$ cat config.mk
export PLATFORM = sky130hd
export DESIGN_NAME = vic_source_control
export DESIGN_NICKNAME = d
export VERILOG_FILES = /design/src/vic_source_control_pad.sv /design/src/vic_src_pkg.sv /design/src/vic_src_stage.sv /design/src/vic_source_control.sv
export VERILOG_INCLUDE_DIRS = /design/src
export SDC_FILE = /design/constraint.sdc
export NUM_CORES = 1
export LEC_CHECK = 0
export BUFFER_PORTS_ARGS = -buffer_cell sky130_fd_sc_hd__buf_2
export CAP_MARGIN = 30
export CORE_MARGIN = 1.5
export CORE_UTILIZATION = 62
export DETAILED_ROUTE_END_ITERATION = 8
export PLACE_DENSITY = 0.93
export SYNTH_ARGS = -nofsm -noshare
export SYNTH_HDL_FRONTEND = slang
export SYNTH_SLANG_ARGS = --single-unit
$ cat constraint.sdc
create_clock -name clk_sys -period 64.6 [get_ports clk_sys]
set_input_delay 6.46 -clock clk_sys [delete_from_list [all_inputs] [get_ports clk_sys]]
set_output_delay 6.46 -clock clk_sys [all_outputs]
set_load 0.1 [all_outputs]
$ cat src/vic_src_regs.svh
// Behaviour
// - controller clock is free-running; no gating or power setting alters it
// - normal or fast request assertion drives the wake output for an idle core
// - global mask keeps both request lines high while wake still follows events
// - source 0 is the fast request pin and feeds only the fast line
// - source 1 is the OR of all system peripheral interrupt lines
// - sources 2 to 31 come from peripheral or external interrupt inputs
// - source number equals peripheral identifier and its clock-gate bit position
// - internal sources select level or edge; their polarity is fixed active high
// - external sources select high level, low level, rising or falling edge
// - enable and disable commands change mask in one write; mask is readable
// - a disabled source takes no part in prioritisation or servicing
// - set and clear commands force or remove pending of edge sources
// - set and clear commands aimed at level sources are ignored
// - normal vector read clears edge memory of the new current source only
// - fast-forced sources are spared the normal vector read auto clear
// - fast vector read clears source 0
// - pending status shows activity of every source, masked or not
// - current number status returns the source now being serviced
// - core line status returns present levels of both request outputs
// - external sources have equal latency whatever path they arrive by
// - each source has priority 0 to 7, 7 highest
// - equal top priority at vector read picks lowest source number
// - a normal vector read deasserts the normal request line
// - eight-entry stack saves number and level per normal vector read; end-of-service pops
`ifndef VIC_SRC_REGS_SVH
`define VIC_SRC_REGS_SVH
`define VIC_NSRC 32
`define VIC_STACK 8
`define VIC_OFS_SMR_LAST 12'h07c
`define VIC_OFS_IVR 12'h100
`define VIC_OFS_FVR 12'h104
`define VIC_OFS_ISR 12'h108
`define VIC_OFS_IPR 12'h10c
`define VIC_OFS_IMR 12'h110
`define VIC_OFS_CISR 12'h114
`define VIC_OFS_IECR 12'h120
`define VIC_OFS_IDCR 12'h124
`define VIC_OFS_ICCR 12'h128
`define VIC_OFS_ISCR 12'h12c
`define VIC_OFS_EOICR 12'h130
`define VIC_OFS_GMASK 12'h138
`define VIC_OFS_FFR 12'h140
`define VIC_SMR_PRIO_LSB 0
`define VIC_SMR_TYPE_LSB 5
`define VIC_GMASK_BIT 1
`define VIC_SPURIOUS 32'h0000_00ff
`define VIC_FAST_VECTOR 32'h0000_0000
`endif

$ cat src/vic_source_control_pad.sv
`timescale 1ns/10ps
`default_nettype none
`default_nettype wire

$ cat src/vic_src_pkg.sv
`include "vic_src_regs.svh"
package vic_src_pkg;
  typedef struct packed {
    logic sync1;
    logic sync2;
    logic prev;
    logic edgeMem;
  } src_state_t;

  typedef struct packed {
    logic [`VIC_NSRC-1:0][2:0] prio;
    logic [`VIC_NSRC-1:0][1:0] trig;
    logic [`VIC_NSRC-1:0] mask;
    logic [`VIC_NSRC-1:0] ffr;
    logic gmask;
    logic [`VIC_STACK-1:0][4:0] stkNum;
    logic [`VIC_STACK-1:0][2:0] stkLvl;
    logic [3:0] sp;
    logic normalN;
    logic fastN;
    logic wake;
    logic [31:0] prdata;
    logic pready;
    logic pslverr;
  } vic_state_t;
endpackage

$ cat src/vic_src_stage.sv
`timescale 1ns/10ps
`default_nettype none
module vic_src_stage
  import vic_src_pkg::*;
#(
  parameter bit IS_EXT = 1'b0
)(
  input wire logic clk_sys,
  input wire logic rst,
  input wire logic rawIn,
  input wire logic [1:0] trigType,
  input wire logic setCmd,
  input wire logic clrCmd,
  input wire logic autoClr,
  output logic pending
);
  src_state_t q;
  src_state_t d;
  logic sample;
  logic polHigh;
  logic active;
  logic wasActive;
  logic edgeMode;

  always_comb
  begin
    d = q;
    d.sync1 = rawIn;
    d.sync2 = q.sync1;
    sample = IS_EXT ? q.sync2 : rawIn;
    polHigh = IS_EXT ? trigType[1] : 1'b1;
    edgeMode = trigType[0];
    active = (sample == polHigh);
    wasActive = (q.prev == polHigh);
    d.prev = sample;
    if (!edgeMode)
    begin
      d.edgeMem = 1'b0;
    end
    else if ((active && !wasActive) || setCmd)
    begin
      d.edgeMem = 1'b1;
    end
    else if (clrCmd || autoClr)
    begin
      d.edgeMem = 1'b0;
    end
    pending = edgeMode ? q.edgeMem : active;
  end

  always_ff @(posedge clk_sys)
  begin
    if (rst)
    begin
      q <= '0;
    end
    else
    begin
      q <= d;
    end
  end
endmodule // vic_src_stage
`default_nettype wire

$ cat src/vic_source_control.sv
`timescale 1ns/10ps
`default_nettype none
module vic_source_control
  import vic_src_pkg::*;
#(
  parameter int NSYS = 4,
  parameter logic [`VIC_NSRC-1:0] EXT_SRC = 32'h0000_0001
)(
  input wire logic clk_sys,
  input wire logic rst,
  input wire logic [11:0] paddr,
  input wire logic psel,
  input wire logic penable,
  input wire logic pwrite,
  input wire logic [31:0] pwdata,
  output logic [31:0] prdata,
  output logic pready,
  output logic pslverr,
  input wire logic fastRequestPin,
  input wire logic [NSYS-1:0] systemSource,
  input wire logic [`VIC_NSRC-1:2] peripheralSource,
  output logic normalRequestN,
  output logic fastRequestN,
  output logic wake
);
  // ----------------------------------------
  // state and wiring
  // ----------------------------------------
  vic_state_t q;
  vic_state_t d;
  logic [`VIC_NSRC-1:0] rawIn;
  logic [`VIC_NSRC-1:0] pending;
  logic [`VIC_NSRC-1:0] setCmd;
  logic [`VIC_NSRC-1:0] clrCmd;
  logic [`VIC_NSRC-1:0] autoClr;
  logic [`VIC_NSRC-1:0] cand;
  logic access;
  logic ivrRead;
  logic bestValid;
  logic [4:0] bestNum;
  logic [2:0] bestLvl;
  logic curValid;
  logic [2:0] topIdx;
  logic [2:0] curLvl;
  logic [4:0] curNum;
  logic higher;
  logic irqReq;
  logic fiqReq;
  logic [4:0] smrIdx;

  // ----------------------------------------
  // source wiring
  // ----------------------------------------
  assign rawIn[0] = fastRequestPin;
  assign rawIn[1] = |systemSource;
  assign rawIn[`VIC_NSRC-1:2] = peripheralSource;
  assign smrIdx = paddr[6:2];

  // ----------------------------------------
  // per-source input stages
  // ----------------------------------------
  genvar gi;
  generate
    for (gi = 0; gi < `VIC_NSRC; gi++)
    begin : gSrc
      vic_src_stage #(
        .IS_EXT(EXT_SRC[gi])
      ) uStage (
        .clk_sys(clk_sys),
        .rst(rst),
        .rawIn(rawIn[gi]),
        .trigType(q.trig[gi]),
        .setCmd(setCmd[gi]),
        .clrCmd(clrCmd[gi]),
        .autoClr(autoClr[gi]),
        .pending(pending[gi])
      );
    end
  endgenerate

  // ----------------------------------------
  // priority resolver
  // ----------------------------------------
  always_comb
  begin
    bestValid = 1'b0;
    bestNum = 5'h00;
    bestLvl = 3'h0;
    for (int i = `VIC_NSRC - 1; i >= 0; i--)
    begin
      if (cand[i] && (!bestValid || q.prio[i] >= bestLvl))
      begin
        bestValid = 1'b1;
        bestNum = 5'(i);
        bestLvl = q.prio[i];
      end
    end
  end

  // ----------------------------------------
  // stack top and preemption
  // ----------------------------------------
  always_comb
  begin
    curValid = (q.sp != 4'h0);
    topIdx = 3'(q.sp - 4'h1);
    curLvl = q.stkLvl[topIdx];
    curNum = curValid ? q.stkNum[topIdx] : 5'h00;
    higher = bestValid && (!curValid || bestLvl > curLvl);
  end

  // ----------------------------------------
  // next state
  // ----------------------------------------
  always_comb
  begin
    d = q;
    setCmd = '0;
    clrCmd = '0;
    autoClr = '0;
    ivrRead = 1'b0;
    cand = pending & q.mask & ~q.ffr & ~32'h0000_0001;
    access = psel && penable && !q.pready;
    d.pready = access;
    d.pslverr = 1'b0;
    if (access)
    begin
      d.prdata = 32'h0000_0000;
      if (paddr <= `VIC_OFS_SMR_LAST && paddr[1:0] == 2'b00)
      begin
        if (pwrite)
        begin
          d.prio[smrIdx] = pwdata[`VIC_SMR_PRIO_LSB+:3];
          d.trig[smrIdx] = pwdata[`VIC_SMR_TYPE_LSB+:2];
        end
        else
        begin
          d.prdata[`VIC_SMR_PRIO_LSB+:3] = q.prio[smrIdx];
          d.prdata[`VIC_SMR_TYPE_LSB+:2] = q.trig[smrIdx];
        end
      end
      else
      begin
        case (paddr)
          `VIC_OFS_IVR:
          begin
            if (!pwrite)
            begin
              ivrRead = 1'b1;
              if (bestValid)
              begin
                d.prdata = {27'h0, bestNum};
                autoClr[bestNum] = !q.ffr[bestNum];
                if (q.sp != 4'(`VIC_STACK))
                begin
                  d.stkNum[q.sp[2:0]] = bestNum;
                  d.stkLvl[q.sp[2:0]] = bestLvl;
                  d.sp = q.sp + 4'h1;
                end
              end
              else
              begin
                d.prdata = `VIC_SPURIOUS;
              end
            end
          end
          `VIC_OFS_FVR:
          begin
            if (!pwrite)
            begin
              d.prdata = `VIC_FAST_VECTOR;
              autoClr[0] = 1'b1;
            end
          end
          `VIC_OFS_ISR:
          begin
            if (!pwrite)
            begin
              d.prdata = {27'h0, curNum};
            end
          end
          `VIC_OFS_IPR:
          begin
            if (!pwrite)
            begin
              d.prdata = pending;
            end
          end
          `VIC_OFS_IMR:
          begin
            if (!pwrite)
            begin
              d.prdata = q.mask;
            end
          end
          `VIC_OFS_CISR:
          begin
            if (!pwrite)
            begin
              d.prdata = {30'h0, q.fastN, q.normalN};
            end
          end
          `VIC_OFS_IECR:
          begin
            if (pwrite)
            begin
              d.mask = q.mask | pwdata;
            end
          end
          `VIC_OFS_IDCR:
          begin
            if (pwrite)
            begin
              d.mask = q.mask & ~pwdata;
            end
          end
          `VIC_OFS_ICCR:
          begin
            if (pwrite)
            begin
              clrCmd = pwdata;
            end
          end
          `VIC_OFS_ISCR:
          begin
            if (pwrite)
            begin
              setCmd = pwdata;
            end
          end
          `VIC_OFS_EOICR:
          begin
            if (pwrite && curValid)
            begin
              d.sp = q.sp - 4'h1;
            end
          end
          `VIC_OFS_GMASK:
          begin
            if (pwrite)
            begin
              d.gmask = pwdata[`VIC_GMASK_BIT];
            end
            else
            begin
              d.prdata[`VIC_GMASK_BIT] = q.gmask;
            end
          end
          `VIC_OFS_FFR:
          begin
            if (pwrite)
            begin
              d.ffr = pwdata & ~32'h0000_0001;
            end
            else
            begin
              d.prdata = q.ffr;
            end
          end
          default: d.pslverr = 1'b1;
        endcase
      end
    end
    irqReq = higher && !ivrRead;
    fiqReq = |(pending & q.mask & (q.ffr | 32'h0000_0001));
    d.normalN = !(irqReq && !q.gmask);
    d.fastN = !(fiqReq && !q.gmask);
    d.wake = irqReq || fiqReq;
  end

  // ----------------------------------------
  // registers, free-running clock
  // ----------------------------------------
  always_ff @(posedge clk_sys)
  begin
    if (rst)
    begin
      q <= '0;
      q.normalN <= 1'b1;
      q.fastN <= 1'b1;
    end
    else
    begin
      q <= d;
    end
  end

  // ----------------------------------------
  // outputs straight from flops
  // ----------------------------------------
  assign prdata = q.prdata;
  assign pready = q.pready;
  assign pslverr = q.pslverr;
  assign normalRequestN = q.normalN;
  assign fastRequestN = q.fastN;
  assign wake = q.wake;
endmodule // vic_source_control
`default_nettype wire

Word-level counts from Yosys, hierarchy flattened
Index checks and enable logic that the tools add are counted.
- reduce and logical (&&, ||, !) cells: 316
- multiplexer cells: 257
- $lt $le $gt $ge: 39
- add/sub/neg operators: 2
- equal/unequal tests: 22
- bitwise logic cells: 43
- operator list (cell ; count):
    $mux W32 ; 17
    $pmux W30 S6 ; 1
    $mux W5 ; 35
    $and A32 B32 Y32 ; 5
    $eq A12 B9 Y1 const B ; 13
    $mux W1 ; 135
    $mux W3 ; 37
    $bwmux W96 ; 1
    $logic_or A1 B1 Y1 ; 96
    $ge A3 B3 Y1 ; 30
    $logic_and A1 B1 Y1 ; 73
    $logic_not A1 Y1 ; 69
    $reduce_bool A2 Y1 ; 34
    $bwmux W64 ; 1
    $not A32 Y32 ; 2
    $pmux W32 S2 ; 1
    $reduce_or A2 Y1 ; 32
    $bwmux W40 ; 1
    $not A1 Y1 ; 35
    $or A32 B32 Y32 ; 1
    $reduce_or A32 Y1 ; 1
    $mux W31 ; 1
    $mux W25 ; 1
    $bwmux W24 ; 1
    38 further kinds ; 56
- logic and storage cells: 835
- output and inout bits: 37
- input bits: 84
- bits in registers: 395

Logic depth before layout (Yosys ltp)
- depth after elaboration: 138
- mapped depth: 244
- mapped depth without buffers: 238

Hierarchy
From an unflattened synthesis, not the netlist that was laid out.
- cells, all modules: 2859
- area total of the unflattened synthesis: 23766.5 µm²
- by module, submodules not included (module ; area an instance (µm²) ; times used ; cells each ; seq. area each (µm²)):
    vic_source_control ; 20971.4 ; 1 ; 2596 ; 6586.3
    vic_src_stage at gSrc[10].uStage ... ; 85.1 ; 31 ; 8 ; 40.0
    vic_src_stage at gSrc[0].uStage ; 157.7 ; 1 ; 15 ; 80.1

Worst setup path before layout
OpenSTA, ideal clock, no wires.
- kind: input -> register
- start: in peripheralSource[31] (netlist bit)
- end: reg q (netlist bit wake)
- arrival: 47.807 ns
- setup time: 0.128 ns
- path slack: 16.666 ns
- stages on the path: 229
- path through: mux2_4 -> and3_1 -> ha_1 -> nor2b_1 -> o21ai_0 -> a21oi_1 -> a22o_1 -> ha_1 -> or3b_1 -> a21oi_1 -> a21o_1 -> mux2_2 -> ha_1 -> nand2b_1 -> a211oi_1 -> o2bb2ai_1 -> and2_1 -> buf_2 -> [193 not listed] -> inv_1 -> a31oi_1 -> mux2_2 -> ha_1 -> nand2b_1 -> a21o_1 -> a21oi_1 -> a211oi_1 -> nor3_1 -> a21oi_1 -> inv_1 -> ha_1 -> a21oi_1 -> a31oi_1 -> o21ai_0 -> nor2_1 -> nor2_1 -> nor2_1
- longest elaborated chain between the ends: 129
- elaborated cells between the ends (all ways): 192
- those cells by class: order compare: 31; mux: 63; bitwise: 3; reduce/logical: 95
- RTL lines (element ; line ; text):
    start, declared ; vic_source_control.sv:21 ; input wire logic [`VIC_NSRC-1:2] peripheralSource,
    $mux W1 (*) ; vic_src_stage.sv:48 ; pending = edgeMode ? q.edgeMem : active;
    $and A32 B32 Y32 (*) (2 in a row) ; vic_source_control.sv:122 ; cand = pending & q.mask & ~q.ffr & ~32'h0000_0001;
    $mux W3 or $mux W1 (tied branches) ; vic_source_control.sv:91 ; if (cand[i] && (!bestValid || q.prio[i] >= bestLvl))
    $ge A3 B3 Y1 or $logic_not A1 Y1 (tied branches) ; vic_source_control.sv:91 ;
    $logic_or A1 B1 Y1 ; vic_source_control.sv:91 ;
    $logic_and A1 B1 Y1 ; vic_source_control.sv:91 ;
    $mux W3 or $mux W1 (tied branches) ; vic_source_control.sv:91 ;
    $ge A3 B3 Y1 or $logic_not A1 Y1 (tied branches) ; vic_source_control.sv:91 ;
    [113 not listed] ; - ;
    $logic_and A1 B1 Y1 ; vic_source_control.sv:91 ;
    $mux W3 (*) ; vic_source_control.sv:91 ;
    via bestLvl[2] ; vic_source_control.sv:41 ; logic [2:0] bestLvl;
    $gt A3 B3 Y1 (*) ; vic_source_control.sv:109 ; higher = bestValid && (!curValid || bestLvl > curLvl);
    $logic_or A1 B1 Y1 (*) ; vic_source_control.sv:109 ;
    $logic_and A1 B1 Y1 (*) ; vic_source_control.sv:109 ;
    $logic_and A1 B1 Y1 (*) ; vic_source_control.sv:264 ; irqReq = higher && !ivrRead;
    $logic_or A1 B1 Y1 (*) ; vic_source_control.sv:268 ; d.wake = irqReq || fiqReq;
    end, declared ; vic_source_control.sv:29 ; vic_state_t q;
The timed path passes the listed nets; every way through them passes the cells marked *.
A chain may end at the register's enable or synchronous reset.

Final worst setup path
Same ends and word-level chain as after synthesis.

==> results.toml <==
[run_status]
status = "finished clean"

[synth]
ys_async_sr_fraction_pct = 0
synth_edf_count = 0
synth_area_per_cell_um2 = 8.24
ys_seq_elements = 395
synth_top_flop_cell = "sky130_fd_sc_hd__dfxtp_1"
post_synth_instance_area_um2 = 23700
yosysWarnings = 0
syn-instance-count = 2876
postSynthNetCount = 3031
synth.distinct_cells = 121
ys_seq_area_share_pct = 33.4

[floorplan]
boundaryPins = 121
rows = 71
die-area_um2 = 39400
fp.coreArea_um2 = 37700
initial_core_util_pct = 62.9
vertical_die_dimension_um = 199
die_width_um = 199

[global_route]
grt_start_max_net_pins = 240
via_count_of_the_first_global_routing_pass = 22600
grt_use_total_pct = 44.1
grt_antenna_before_repair = 3
grt_overflow_total = 0
grt_pass1_wl_um = 133000

[sta]
fin_worst_skew_ns = 0.0174
final.hold.worst_slack_ns = 0.459
relSlewSlack_pct = 22.7
final-setup-viol-count = 0
final_worst_path_period_need_ns = 54.44
rsz0062_at_grt = "false"
timing.fmax_mhz = 18.4
worst-slew-pin-transition_ns = 1.16
setup-tns-final_ns = 0
final_min_period_over_clock_period_pct = 84.3
hold_viol_final = 0
final_critical_path_setup_slack_ns = 10.16
final-max-slew-violation-count = 0

[power_and_ir_drop]
pwr-share-comb_pct = 5.1
power_per_cell_area_nw_per_um2 = 20.0
power.sequential.fraction_pct = 47.3
post-layout-total-power_uw = 519
cell_internal_power_dissipation_uw = 393
p_sw_uw = 126
clkPwrFrac_pct = 47.7
p_sw_share_pct = 24.3
p_leak_uw = 0.00901
max-vdd-ir-drop_uv = 23.0

[clock_network]
post_cts.repair.setup_buffers = 0
tritoncts_num_sinks = 395
master_cell_of_the_clock_root_buffer = "sky130_fd_sc_hd__clkbuf_16"
h-tree-depth = 2
clk_pin_slew_worst_paths_ns = 0.06
clock_tree_from_tritoncts = "built"
cts.hold.buffers_added = 0
worstSkewPairLatency_ns = 0.59
cts-buffers-inserted = 43
cts.repair.resized = 0
ctsLongestPathBuffers = 3

[detailed_routing]
routed_via_density = 7.00
met1_length_um = 31400
antenna_violating_nets_post_route = 0
detailroute.wirelength.met3_um = 10700
drt_first_pass_iters = 7
detailroute.via_count = 24000
wl_per_cell_um = 25.7
drt_iter0_markers = 3196
drt-total-wl_um = 88100
route.met2.wl_um = 38400
detail_route.drc_violations = 0
top_signal_layer_used = "met5"

[worst_setup_path]
reg2reg_to = "wake$_SDFF_PP0_"
worst_ep_arrival_time_ns = 54.87
r2r.worst_path.cells = 225
r2r_slack_ns = 15.70
crit_path_start_kind = "input pin"
timing.critical_path.slowest_cell_delay_ns = 0.89
critPathCapture = "wake$_SDFF_PP0_"
crit_slowest_cell = "sky130_fd_sc_hd__nor3_1"
end_kind = "flop"
cp_common_cell = "sky130_fd_sc_hd__ha_1"
worst-path-buf-inv = 12
worstSetupPathDepth = 226
setup.worst_path.start = "peripheralSource[31]"
path_delay_family = "compound AO/OA/AOI/OAI gates"
critical_path_peak_fanout = 12
critical_path_required_ns = 65.03
critical_path_class = "in2reg"
regToRegStartpoint = "q[232]$_SDFFE_PP0P_"

[final_layout]
final.fill_count = 2972
multiInputGateArea_um2 = 14700
area.growth.synth_to_final_pct = 9.28
seq_area_um2 = 7910
design.final.nets = 3035
drive_above_1_share_pct = 14.5

[place]
detailedPlacementHpwl_um = 62500
finalWeightedCongestion = 1.06
port_buffers = 120
dp_slack_ns = 10.85

[min_path]
hp-class = "reg2reg"

[job]
maxCapViolCount = 0
-- cell usage in the layout, fill, tap and decap left out, types with 44 or more instances in the layout --
cell type,netlist,layout
sky130_fd_sc_hd__nor2b_1,69,69
sky130_fd_sc_hd__mux4_2,56,56
sky130_fd_sc_hd__ha_1,71,71
sky130_fd_sc_hd__nand3_1,130,129
sky130_fd_sc_hd__nand2_1,342,342
sky130_fd_sc_hd__buf_2,4,118
sky130_fd_sc_hd__inv_1,85,85
sky130_fd_sc_hd__dfxtp_1,395,395
sky130_fd_sc_hd__nand2b_1,57,57
sky130_fd_sc_hd__clkbuf_16,0,44
sky130_fd_sc_hd__nor2_1,322,319
sky130_fd_sc_hd__o21ai_0,77,77
sky130_fd_sc_hd__a211oi_1,67,67
sky130_fd_sc_hd__a21oi_1,290,290
sky130_fd_sc_hd__mux2i_1,122,122
-- cell type report --
class | count | area share (%)
antenna | 5 | 0.0483
inverter | 86 | 1.25
clock inverter | 15 | 0.497
timing repair buffer | 163 | 3.75
multi-input combinational | 2191 | 56.6
clock buffer | 63 | 4.91
tap | 511 | 2.47
sequential | 395 | 30.5
-- how the worst min path moves through the flow --
stage	from	end	slack [ns]	depth (start not counted)
6_report	q[209]$_SDFFE_PP0P_	q[209]$_SDFFE_PP0P_	0.46	2
5_1_grt	gSrc[0].uStage.d[2]$_SDFF_PP0_	gSrc[0].uStage.sample$_SDFF_PP0_	0.48	1
4_1_cts	q[209]$_SDFFE_PP0P_	q[209]$_SDFFE_PP0P_	0.46	2
3_5_place_dp	q[209]$_SDFFE_PP0P_	q[209]$_SDFFE_PP0P_	0.45	2
3_3_place_gp	gSrc[0].uStage.d[2]$_SDFF_PP0_	gSrc[0].uStage.sample$_SDFF_PP0_	0.43	1
2_1_floorplan	gSrc[0].uStage.d[2]$_SDFF_PP0_	gSrc[0].uStage.sample$_SDFF_PP0_	0.41	1
-- power by group through the flow --
| stage | Sequential, uW | Clock [uW] | Combinational, uW |
|---|---|---|---|
| after detailed placement | 251 | 0 | 24.9 |
| after floorplan | 251 | 0 | 15.2 |
| after global placement | 251 | 0 | 24.4 |
| after global routing | 245 | 257 | 27.1 |
| after CTS | 245 | 247 | 25.1 |
| final | 245 | 247 | 26.2 |
-- logic make-up after synthesis --
group	after synthesis	share of synthesized area, %
and+or+nand+nor	1125	22.4
AOI/OAI and AO/OA	770	22.7
DFF	395	33.4
buffers and inverters	290	5.15
muxes	218	12.4
adders and majority gates	73	3.83
xor gates and xnor gates	5	0.185
-- state kept, by name, summed over array words and instances, names as in the netlist, 31 cells and up, named ones only --
signal / count
gSrc.uStage.wasActive: 31
gSrc.uStage.q: 33
prdata: 32
q: 260
-- routing by layer --
layer | global-route usage [%] | vias to the layer above
met5 | 0 | -
met4 | 32.7 | 2
met3 | 11.2 | 431
met2 | 68.2 | 1753
met1 | 53.0 | 11300
li1 | - | 10500
-- worst reg2reg max path: cells and delay by family, from the launching register on --
| family | cells | cell delay (ns) |
|---|---|---|
| adder cells (fa/ha/maj) | 33 | 8.92 |
| AND/OR/NAND/NOR | 80 | 12.82 |
| AO/OA/AOI/OAI | 93 | 22.47 |
| buffers and inverters | 11 | 0.97 |
| flip-flops | 1 | 0.41 |
| multiplexers | 8 | 3.11 |
-- per-stage QoR --
stage	instances	instance area [um^2]	utilization [%]
after global routing	3424	25900	68.7
final	3429	25900	68.8
after detailed placement	3340	24400	64.9
after global placement	3338	24400	64.8
after CTS	3418	25800	68.6
after floorplan	2876	23700	-
-- cells in the mapped netlist (all sizes together), types with 20 or more instances --
library cell,count,area share (%)
a211oi,70,2.3
a21oi,293,6.2
a222oi,27,1.1
a22oi,23,0.73
a31oi,26,0.78
and2,20,0.55
buf,58,1.5
clkbuf,146,2.3
dfxtp,395,33
ha,71,3.7
inv,85,1.3
mux2,39,1.9
mux2i,123,5.2
mux4,56,5.3
nand2,343,5.4
nand2b,57,1.5
nand3,131,2.8
nand4,21,0.55
nor2,324,5.2
nor2b,69,1.8
nor3,45,1.1
o211ai,20,0.73
o21ai,83,1.8
o31ai,27,1.1
or2,22,0.58
Note: power is estimated with default switching activity, not from simulation.
